File: src/pkg/nsx_defines.svh
// Opcode fields and reset values for the nibble-exchange / xor / subtract datapath
`ifndef NSX_DEFINES_SVH
`define NSX_DEFINES_SVH

`define NSX_OPC_NIBBLE_EXCHANGE 6'h0E
`define NSX_OPC_SUB_ACC_REG     6'h02
`define NSX_OPC_XOR_LIT_ACC     6'h3A
`define NSX_OPC_SUB_LIT_HI      5'h1E
`define NSX_OPC_MSB             13
`define NSX_OPC_LSB             8
`define NSX_DEST_BIT            7
`define NSX_ADDR_MSB            6
`define NSX_LIT_MSB             7
`define NSX_ACC_RESET           8'h00
`define NSX_FLAG_RESET          1'h0
`define NSX_WR_EN_RESET         1'h0
`define NSX_WR_ADDR_RESET       7'h00
`define NSX_WR_DATA_RESET       8'h00

`endif

File: src/pkg/nsx_pkg.sv
// Types for the nibble-exchange / xor / subtract datapath
package nsx_pkg;
	typedef enum logic [2:0] {
		NSX_OP_NONE,
		NSX_OP_NIBBLE_EXCHANGE,
		NSX_OP_XOR_LITERAL_ACC,
		NSX_OP_SUB_ACC_FROM_LITERAL,
		NSX_OP_SUB_ACC_FROM_REG
	} nsx_op_t;
endpackage : nsx_pkg

File: src/design/nsx_alu.sv
// Single-cycle execution unit for nibble exchange, xor literal and subtract
//
// Overview of operation
// - Exchange operand nibbles, flags untouched, opcode 001110.
// - Exchange and register subtract: dest bit 0 writes accumulator, 1 writes register.
// - Xor literal into accumulator, update zero only.
// - Zero subtraction result sets carry.
// - Negative subtraction clears carry, result wraps.
`timescale 1ns/1ps
`include "nsx_defines.svh"

module nsx_alu
	import nsx_pkg::*;
(
	// Clock and reset
	input  wire logic        core_clk,
	input  wire logic        rst_n,
	// Instruction from the decoder
	input  wire logic        instr_valid,
	input  wire logic [13:0] instr_word,
	// Operand read from the register file at the addressed location
	input  wire logic [7:0]  reg_rd_data,
	// Register file write-back
	output logic             reg_wr_en,
	output logic [6:0]       reg_wr_addr,
	output logic [7:0]       reg_wr_data,
	// Architectural state
	output logic [7:0]       acc,
	output logic             zero_flag,
	output logic             carry_flag,
	output logic             digit_carry_flag
);

	////////////////////////////////////////////////////////////////////////////
	// Decoded instruction
	nsx_op_t     op;
	logic [5:0]  opc;
	logic        dest;
	logic [6:0]  rd_addr;
	logic [7:0]  lit;
	logic        is_exchange;
	logic        is_xor_lit;
	logic        is_sub_lit;
	logic        is_sub_reg;
	logic        is_sub;
	logic        to_reg;
	logic        to_acc;

	// Operands and results
	logic        fwd_hit;
	logic [7:0]  operand;
	logic [7:0]  minuend;
	logic [7:0]  diff;
	logic        borrow_n;
	logic        nibble_borrow_n;
	logic [7:0]  result;

	// Architectural state
	logic [7:0]  acc_q;
	logic        zero_q;
	logic        carry_q;
	logic        digit_carry_q;
	logic        wr_en_q;
	logic [6:0]  wr_addr_q;
	logic [7:0]  wr_data_q;

	////////////////////////////////////////////////////////////////////////////
	// Instruction fields
	assign opc     = instr_word[`NSX_OPC_MSB:`NSX_OPC_LSB];
	assign dest    = instr_word[`NSX_DEST_BIT];
	assign rd_addr = instr_word[`NSX_ADDR_MSB:0];
	assign lit     = instr_word[`NSX_LIT_MSB:0];

	// Unknown opcodes fall through to no operation: accumulator and flags hold and no write-back is strobed
	always_comb begin
		op = NSX_OP_NONE;
		if (!instr_valid) begin
			op = NSX_OP_NONE;
		end else if (opc == `NSX_OPC_NIBBLE_EXCHANGE) begin
			op = NSX_OP_NIBBLE_EXCHANGE;
		end else if (opc == `NSX_OPC_XOR_LIT_ACC) begin
			op = NSX_OP_XOR_LITERAL_ACC;
		end else if (opc[5:1] == `NSX_OPC_SUB_LIT_HI) begin
			op = NSX_OP_SUB_ACC_FROM_LITERAL;
		end else if (opc == `NSX_OPC_SUB_ACC_REG) begin
			op = NSX_OP_SUB_ACC_FROM_REG;
		end
	end

	assign is_exchange = (op == NSX_OP_NIBBLE_EXCHANGE);
	assign is_xor_lit  = (op == NSX_OP_XOR_LITERAL_ACC);
	assign is_sub_lit  = (op == NSX_OP_SUB_ACC_FROM_LITERAL);
	assign is_sub_reg  = (op == NSX_OP_SUB_ACC_FROM_REG);
	assign is_sub      = is_sub_lit || is_sub_reg;

	// Literal forms always land in the accumulator; register forms follow dest
	assign to_reg = (is_exchange || is_sub_reg) && dest;
	assign to_acc = is_xor_lit || is_sub_lit || ((is_exchange || is_sub_reg) && !dest);

	////////////////////////////////////////////////////////////////////////////
	// The register file commits a write one edge after the strobe, so an
	// instruction right behind a write-back would read a stale operand
	assign fwd_hit = wr_en_q && (wr_addr_q == rd_addr);
	assign operand = fwd_hit ? wr_data_q : reg_rd_data;

	assign minuend = is_sub_lit ? lit : operand;

	// Carry out of minuend plus inverted accumulator is borrow-not
	nsx_sub_cell #(
		.W(8)
	) nsx_sub_cell_byte_i (
		.minuend    (minuend),
		.subtrahend (acc_q),
		.diff       (diff),
		.borrow_n   (borrow_n)
	);

	// Low nibble only feeds the digit carry
	nsx_sub_cell #(
		.W(4)
	) nsx_sub_cell_nibble_i (
		.minuend    (minuend[3:0]),
		.subtrahend (acc_q[3:0]),
		.diff       (),
		.borrow_n   (nibble_borrow_n)
	);

	always_comb begin
		case (op)
			NSX_OP_NIBBLE_EXCHANGE: begin
				result = {operand[3:0], operand[7:4]};
			end
			NSX_OP_XOR_LITERAL_ACC: begin
				result = acc_q ^ lit;
			end
			NSX_OP_SUB_ACC_FROM_LITERAL,
			NSX_OP_SUB_ACC_FROM_REG: begin
				result = diff;
			end
			default: begin
				result = acc_q;
			end
		endcase
	end

	////////////////////////////////////////////////////////////////////////////
	// Accumulator: updated at the taking edge so the next instruction sees it
	always_ff @(posedge core_clk) begin
		if (!rst_n) begin
			acc_q <= `NSX_ACC_RESET;
		end else if (to_acc) begin
			acc_q <= result;
		end
	end

	// Zero flag: xor and subtract; exchange leaves every flag alone
	always_ff @(posedge core_clk) begin
		if (!rst_n) begin
			zero_q <= `NSX_FLAG_RESET;
		end else if (is_xor_lit || is_sub) begin
			zero_q <= (result == 8'h00);
		end
	end

	// Carry: only subtraction touches it, xor must not
	always_ff @(posedge core_clk) begin
		if (!rst_n) begin
			carry_q <= `NSX_FLAG_RESET;
		end else if (is_sub) begin
			carry_q <= borrow_n;
		end
	end

	// Digit carry: borrow-not out of the low nibble
	always_ff @(posedge core_clk) begin
		if (!rst_n) begin
			digit_carry_q <= `NSX_FLAG_RESET;
		end else if (is_sub) begin
			digit_carry_q <= nibble_borrow_n;
		end
	end

	////////////////////////////////////////////////////////////////////////////
	// Write-back strobe, one cycle per register-destination instruction
	always_ff @(posedge core_clk) begin
		if (!rst_n) begin
			wr_en_q <= `NSX_WR_EN_RESET;
		end else begin
			wr_en_q <= to_reg;
		end
	end

	// Address and data follow every instruction; only the strobe qualifies them
	always_ff @(posedge core_clk) begin
		if (!rst_n) begin
			wr_addr_q <= `NSX_WR_ADDR_RESET;
			wr_data_q <= `NSX_WR_DATA_RESET;
		end else begin
			wr_addr_q <= rd_addr;
			wr_data_q <= result;
		end
	end

	////////////////////////////////////////////////////////////////////////////
	// Every output is a flip-flop
	assign reg_wr_en        = wr_en_q;
	assign reg_wr_addr      = wr_addr_q;
	assign reg_wr_data      = wr_data_q;
	assign acc              = acc_q;
	assign zero_flag        = zero_q;
	assign carry_flag       = carry_q;
	assign digit_carry_flag = digit_carry_q;

endmodule : nsx_alu

////////////////////////////////////////////////////////////////////////////////
// Subtractor with borrow-not
module nsx_sub_cell
	import nsx_pkg::*;
#(
	parameter int W = 8
) (
	// Operands
	input  wire logic [W-1:0] minuend,
	input  wire logic [W-1:0] subtrahend,
	// Result
	output logic      [W-1:0] diff,
	output logic              borrow_n
);

	logic [W:0] sum;

	// Two's complement: minuend plus inverted subtrahend plus one
	assign sum      = {1'h0, minuend} + {1'h0, ~subtrahend} + {{W{1'h0}}, 1'h1};
	assign diff     = sum[W-1:0];
	assign borrow_n = sum[W];

endmodule : nsx_sub_cell

File: config.mk
export PLATFORM = sky130hd
export DESIGN_NAME = nsx_alu
export DESIGN_NICKNAME = d
export VERILOG_FILES = /design/src/pkg/nsx_pkg.sv /design/src/design/nsx_alu.sv
export VERILOG_INCLUDE_DIRS = /design/src /design/src/pkg
export SDC_FILE = /design/constraint.sdc
export NUM_CORES = 1
export LEC_CHECK = 0
export ABC_AREA = 1
export CAP_MARGIN = 20
export CORE_MARGIN = 1.5
export CORE_UTILIZATION = 40
export DETAILED_ROUTE_END_ITERATION = 12
export DONT_BUFFER_PORTS = 1
export REMOVE_ABC_BUFFERS = 1
export SYNTH_ARGS = -nofsm -noshare
export SYNTH_HDL_FRONTEND = slang
export SYNTH_SLANG_ARGS = --single-unit
export TNS_END_PERCENT = 5
File: constraint.sdc
create_clock -name core_clk -period 2.69 [get_ports core_clk]
set_clock_uncertainty 0.05 [all_clocks]
set_input_delay 0.269 -clock core_clk [delete_from_list [all_inputs] [get_ports core_clk]]
set_output_delay 0.269 -clock core_clk [all_outputs]
set_load 0.005 [all_outputs]
# Yosys cells after proc, flatten, opt, wreduce, memory -nomap -nowiden
# Cells that the tools add are included.
classes:
  n_bitwise: 3
  n_addsub: 4
  n_reduce_logical: 11
  n_eq_ne: 9
  mux: 8
op_table:
  columns: ["op", "n"]
  rows:
  - ["one-hot mux 8 bit (3 select lines)", 1]
  - ["2-to-1 mux 8 bit", 2]
  - ["2-to-1 mux 3 bit", 5]
  - ["adder 8 x 8 -> 9 bit", 1]
  - ["adder 9 x 1 -> 9 bit (second input constant)", 1]
  - ["zero test 8 bit", 1]
  - ["NOT 8 bit", 1]
  - ["XOR 8 bit", 1]
  - ["equality test 7 bit", 1]
  - ["equality test 3 x 2 -> 1 bit (second input constant)", 2]
  - ["equality test 6 x 2 -> 1 bit (second input constant)", 1]
  - ["equality test 6 x 4 -> 1 bit (second input constant)", 1]
  - ["equality test 6 bit (second input constant)", 1]
  - ["adder 4 x 4 -> 5 bit", 1]
  - ["adder 5 x 1 -> 5 bit (second input constant)", 1]
  - ["equality test 5 bit (second input constant)", 1]
  - ["logical OR 1 bit", 5]
  - ["NOT 4 bit", 1]
  - ["equality test 3 x 1 -> 1 bit (second input constant)", 1]
  - ["equality test 3 bit (second input constant)", 1]
  - ["logical AND 1 bit", 3]
  - ["OR reduction 2 bit", 1]
  - ["zero test 1 bit", 1]
totals:
  reg_bits: 27
  in_bits: 25
  output_inout_bits: 27

# Logic depth before layout (Yosys ltp)
depth:
  depth_word: 12
  depth_mapped: 26
  mapped_depth_nobuf: 25

# By module
# A second synthesis with hierarchy kept.
unflattened:
  hier_cells: 379
  area_unflattened_um2: 2292.2
by_module_without_submodules:
  columns: ["module", "cells_per_inst", "n_inst", "area_each_um2", "seq_area_each_um2"]
  rows:
  - ["nsx_alu", 286, 1, 1752.9, 540.5]
  - ["nsx_sub_cell at nsx_sub_cell_byte_i", 72, 1, 395.4, 0.0]
  - ["nsx_sub_cell at nsx_sub_cell_nibble_i", 21, 1, 143.9, 0.0]

# Worst setup path after synthesis
# OpenSTA, ideal clock, no wires.
synth_path:
  kind: "register -> register"
  start: "register wr_addr_q[2] (netlist: reg_wr_addr[2])"
  end: "register zero_q (netlist: zero_flag)"
  arrival_time_ns: 2.582
  setup_time_ns: 0.066
  slack_ns: -0.008
  t_required_ns: 2.574
  synth_period_minus_slack_ns: 2.698
  path_stages_with_launch: 23
  cell_sequence: "dfxtp_1 -> nand2_1 -> nand2_1 -> clkinv_1 -> nand2_2 -> nor2_4 -> nand2_4 -> buf_6 -> nand2_1 -> a31oi_1 -> ha_1 -> inv_1 -> fa_1 -> or2_2 -> nand3_1 -> nand2_1 -> inv_1 -> nand2_1 -> nor2_1 -> nand2_1 -> nor2_1 -> nand3_1 -> a21oi_2"
synth_via:
  elab_chain_cells: 8
synth_rtl:
  columns: ["item", "line_no", "rtl"]
  rows:
  - ["start, declared", "nsx_alu.sv:64", "logic [6:0] wr_addr_q;"]
  - ["start signal, assigned", "nsx_alu.sv:196", "wr_addr_q <= `NSX_WR_ADDR_RESET;"]
  - ["start signal, assigned", "nsx_alu.sv:199", "wr_addr_q <= rd_addr;"]
  - ["equality test 7 bit (*)", "nsx_alu.sv:103", "assign fwd_hit = wr_en_q && (wr_addr_q == rd_addr);"]
  - ["logical AND 1 bit (*)", "nsx_alu.sv:103", null]
  - ["2-to-1 mux 8 bit (*)", "nsx_alu.sv:104", "assign operand = fwd_hit ? wr_data_q : reg_rd_data;"]
  - ["2-to-1 mux 8 bit", "nsx_alu.sv:106", "assign minuend = is_sub_lit ? lit : operand;"]
  - ["adder 8 x 8 -> 9 bit", "nsx_alu.sv:234", "assign sum = {1'h0, minuend} + {1'h0, ~subtrahend} + {{W{1'h0}}, 1'h1};"]
  - ["adder 9 x 1 -> 9 bit", "nsx_alu.sv:234", null]
  - ["one-hot mux 8 bit (3 select lines) (*)", "nsx_alu.sv:129", "case (op)"]
  - ["zero test 8 bit (*)", "nsx_alu.sv:161", "zero_q <= (result == 8'h00);"]
  - ["end signal, assigned", "nsx_alu.sv:159", "zero_q <= `NSX_FLAG_RESET;"]
  - ["end signal, assigned", "nsx_alu.sv:161", null]
  - ["end, declared", "nsx_alu.sv:60", "logic zero_q;"]
# Every way passes the cells marked *; elsewhere a longest branch is shown, timed or not.
# A chain may end at the register's enable or synchronous reset.

# Worst setup path in the final report
layout_path:
  start: "register wr_addr_q[1] (netlist: reg_wr_addr[1])"
  end: "register zero_q (netlist: zero_flag)"
# Same word-level chain as after synthesis.

==> flow_summary.json <==
{
  "cts_root_buffer": "clkbuf_8",
  "grt_pass1_vias": 2225,
  "n_fill_cell": 522,
  "synthArstFlopShare_pct": 0,
  "antennaDiodeCount": 0,
  "ys_top_cells_by_area": "dfxtp_1 (25%), nand2_1 (18%), inv_1 (13%)",
  "p_leak_nw": 1.531,
  "drtPass1Iterations": 4,
  "dieHeight_um": 76.50,
  "antenna_found_initial": 0,
  "initial_utilization_pct": 41.78,
  "cp.required_ps": 2880,
  "violations": "setup timing",
  "htreeDepth": 1,
  "core_area_um2": 5172,
  "final_cell_count_no_fill": 477,
  "clk_pin_slew_ps": 110,
  "max_slew_margin_pct": 76.96,
  "yosys_warnings": 0,
  "p_int_mw": 0.6206,
  "hold_class": "in -> reg",
  "synth_cells": 362,
  "drc": 0,
  "peakVddDrop_mv": 0.2263,
  "vias": 2344,
  "powerDensity_nw_per_um2": 336.9,
  "setup_slack_ps": -105.8,
  "portBuffers": 0,
  "grtUsageTotal_pct": 23.01,
  "p_sw_mw": 0.2904,
  "cp.arrival_ps": 2990,
  "status": "finished with violations",
  "drt-initial-drc-count": 139,
  "clock_latency_ps": 300,
  "syn_avg_cell_area_um2": 5.969,
  "die_area_um2": 5852,
  "clkPwrFrac_pct": 29.0,
  "overflow": 0,
  "hpwl_um": 5098,
  "io_pins": 52,
  "seqPwrFrac_pct": 46.7,
  "cts_tree": "done",
  "endpoint_kind": "flop",
  "grt_max_degree": 23,
  "max_freq_mhz": 357.7,
  "yosysTopAreaCellShare_pct": 25.01,
  "place.gp.congestion": 0.9113,
  "die_w_um": 76.50,
  "setup_viol": 4,
  "rsz0062_at_grt": "true",
  "synth_most_common_cell": "nand2_1",
  "synth_top_area_cell": "dfxtp_1",
  "synth-main-ff-cell": "dfxtp_1",
  "area_delta_synth_final_pct": 25.13,
  "cp_max_fo": 5,
  "dp.cells": 468,
  "antenna_left": 0,
  "crit_type": "reg -> reg",
  "yosysSeqAreaShare_pct": 25.01,
  "maxSlewViolCount": 0,
  "final_nets": 443,
  "drive_gt1_share_pct": 24.32,
  "placed_area_um2": 2539,
  "min_period_over_period_pct": 103.9,
  "drt-total-wl_um": 6534,
  "postLayoutCellArea_um2": 2704,
  "cts_buffer_depth": 2,
  "hold_viol": 0,
  "period_minus_slack_ps": 2796,
  "synth_edf_count": 0,
  "cts_sinks": 27,
  "swShare_pct": 31.88,
  "grt_first_pass_wirelength_um": 10650,
  "synth_area_um2": 2161,
  "synth_cell_types": 29,
  "rows": 26,
  "ys_seq_elements": 27,
  "combinationalPowerShare_pct": 24.3,
  "vias_per_cell": 4.914,
  "wire_per_inst_um": 13.70,
  "worst_pin_slew_ps": 345.2,
  "maxCapViolCount": 0,
  "synthTopCellsByCount": "nand2_1 (104), inv_1 (76), nand3_1 (35)",
  "critPathLaunchType": "flop",
  "cts_buffers": 3
}
## cell families after synthesis
logic type                 after synthesis  share of synthesized area (%)
buffers and inverters                   89                          15.81
AOI/OAI and AO/OA                       36                          10.48
DFF                                     27                          25.01
xor gates and xnor gates                 2                         0.8108
and+or+nand+nor                        198                          41.75
adders and majority gates               10                          6.138
## worst max-delay path: stages (launching register included)
cell     delay (ps)
dfxtp_2         340
inv_1            40
nand2_1          50
nand2_2          70
nand2_2          70
nor2_4          180
nand2_4         110
buf_12          140
nand2_1          70
o21ai_1          60
o21ai_1         140
ha_1            290
buf_4           160
buf_4           120
nand4_1          90
nand4_1         100
nand3_1         120
nand4_1         170
nor2_1          160
nand3_1         100
a21oi_2         120
## final timing paths
check / from / endpoint / slack (ps) / depth (start not counted)
setup / recovery: reg_wr_addr[1] / zero_flag / -110 / 20
hold reg to reg: zero_flag / zero_flag / 500 / 2
setup reg to reg: reg_wr_addr[1] / zero_flag / -110 / 20
hold / removal: instr_word[6] / reg_wr_addr[6] / 20 / 2
## registers in the layout (all words and copies together), names as in the netlist
| name | flops |
|---|---|
| acc | 8 |
| reg_wr_data | 8 |
| reg_wr_addr | 7 |
| carry_flag | 1 |
| digit_carry_flag | 1 |
| reg_wr_en | 1 |
| zero_flag | 1 |
## routing by layer
layer,part of all wire (%),global-route usage (%),routed length (µm),vias up
met5,0,0,0,-
met4,1.2,7.593,77,0
met3,7.9,3.832,516,5
met2,46,37.86,3016,99
met1,45,30.47,2924,1030
li1,-,-,-,1210
## power by group through the flow
stage	registers [mW]	clock network [mW]	logic (mW)
global route	0.428	0.279	0.249
floorplan	0.431	0	0.129
finish	0.425	0.264	0.222
global placement	0.433	0	0.196
detailed placement	0.434	0	0.198
CTS	0.425	0.263	0.208
## through the flow
step / util, % / hold WS [ps] / setup WS, ps / setup TNS [ps] / total power [mW]
after global routing: 52.27 / 11.61 / -328.7 / -2723 / 0.9551
after CTS: 50.99 / 12.38 / -118.7 / -398.8 / 0.8962
after detailed placement: 49.08 / 317.5 / -210.5 / -1067 / 0.6312
after global placement: 49.08 / 313.1 / -152.4 / -706.6 / 0.6294
after floorplan: - / 312.5 / -6.009 / -6.009 / 0.5602
final: 52.27 / 15.08 / -105.8 / -203.2 / 0.9110
## cell type report
type	count	area, µm²	area share, %
inverters	85	319.1	11.80
well taps	70	87.58	3.239
repair buffers	45	357.8	13.23
clock buffers	3	41.29	1.527
flip-flops and latches	27	548.0	20.27
clock inverters	1	7.507	0.2776
multi-input cells	246	1343	49.65
## cells in the final DEF, fill, tap and decap left out, drive strengths merged, types with 3 or more instances in the layout
master and n:
clkbuf 3, dfxtp 27, o21ai 16, or2 3, inv 84, ha 9, o211ai 9, nor2 33
nand3b 5, a21oi 6, buf 45, nand4 6, nand3 38, nand2 112
## what timing repair did
item,4_1_cts,5_1_grt
resized for setup,13,22
buffers inserted,4,1
pin swaps,8,14
hold buffers,0,0
endpoints found under the setup margin,12,15
No activity file was read; power rests on OpenSTA's default activity.
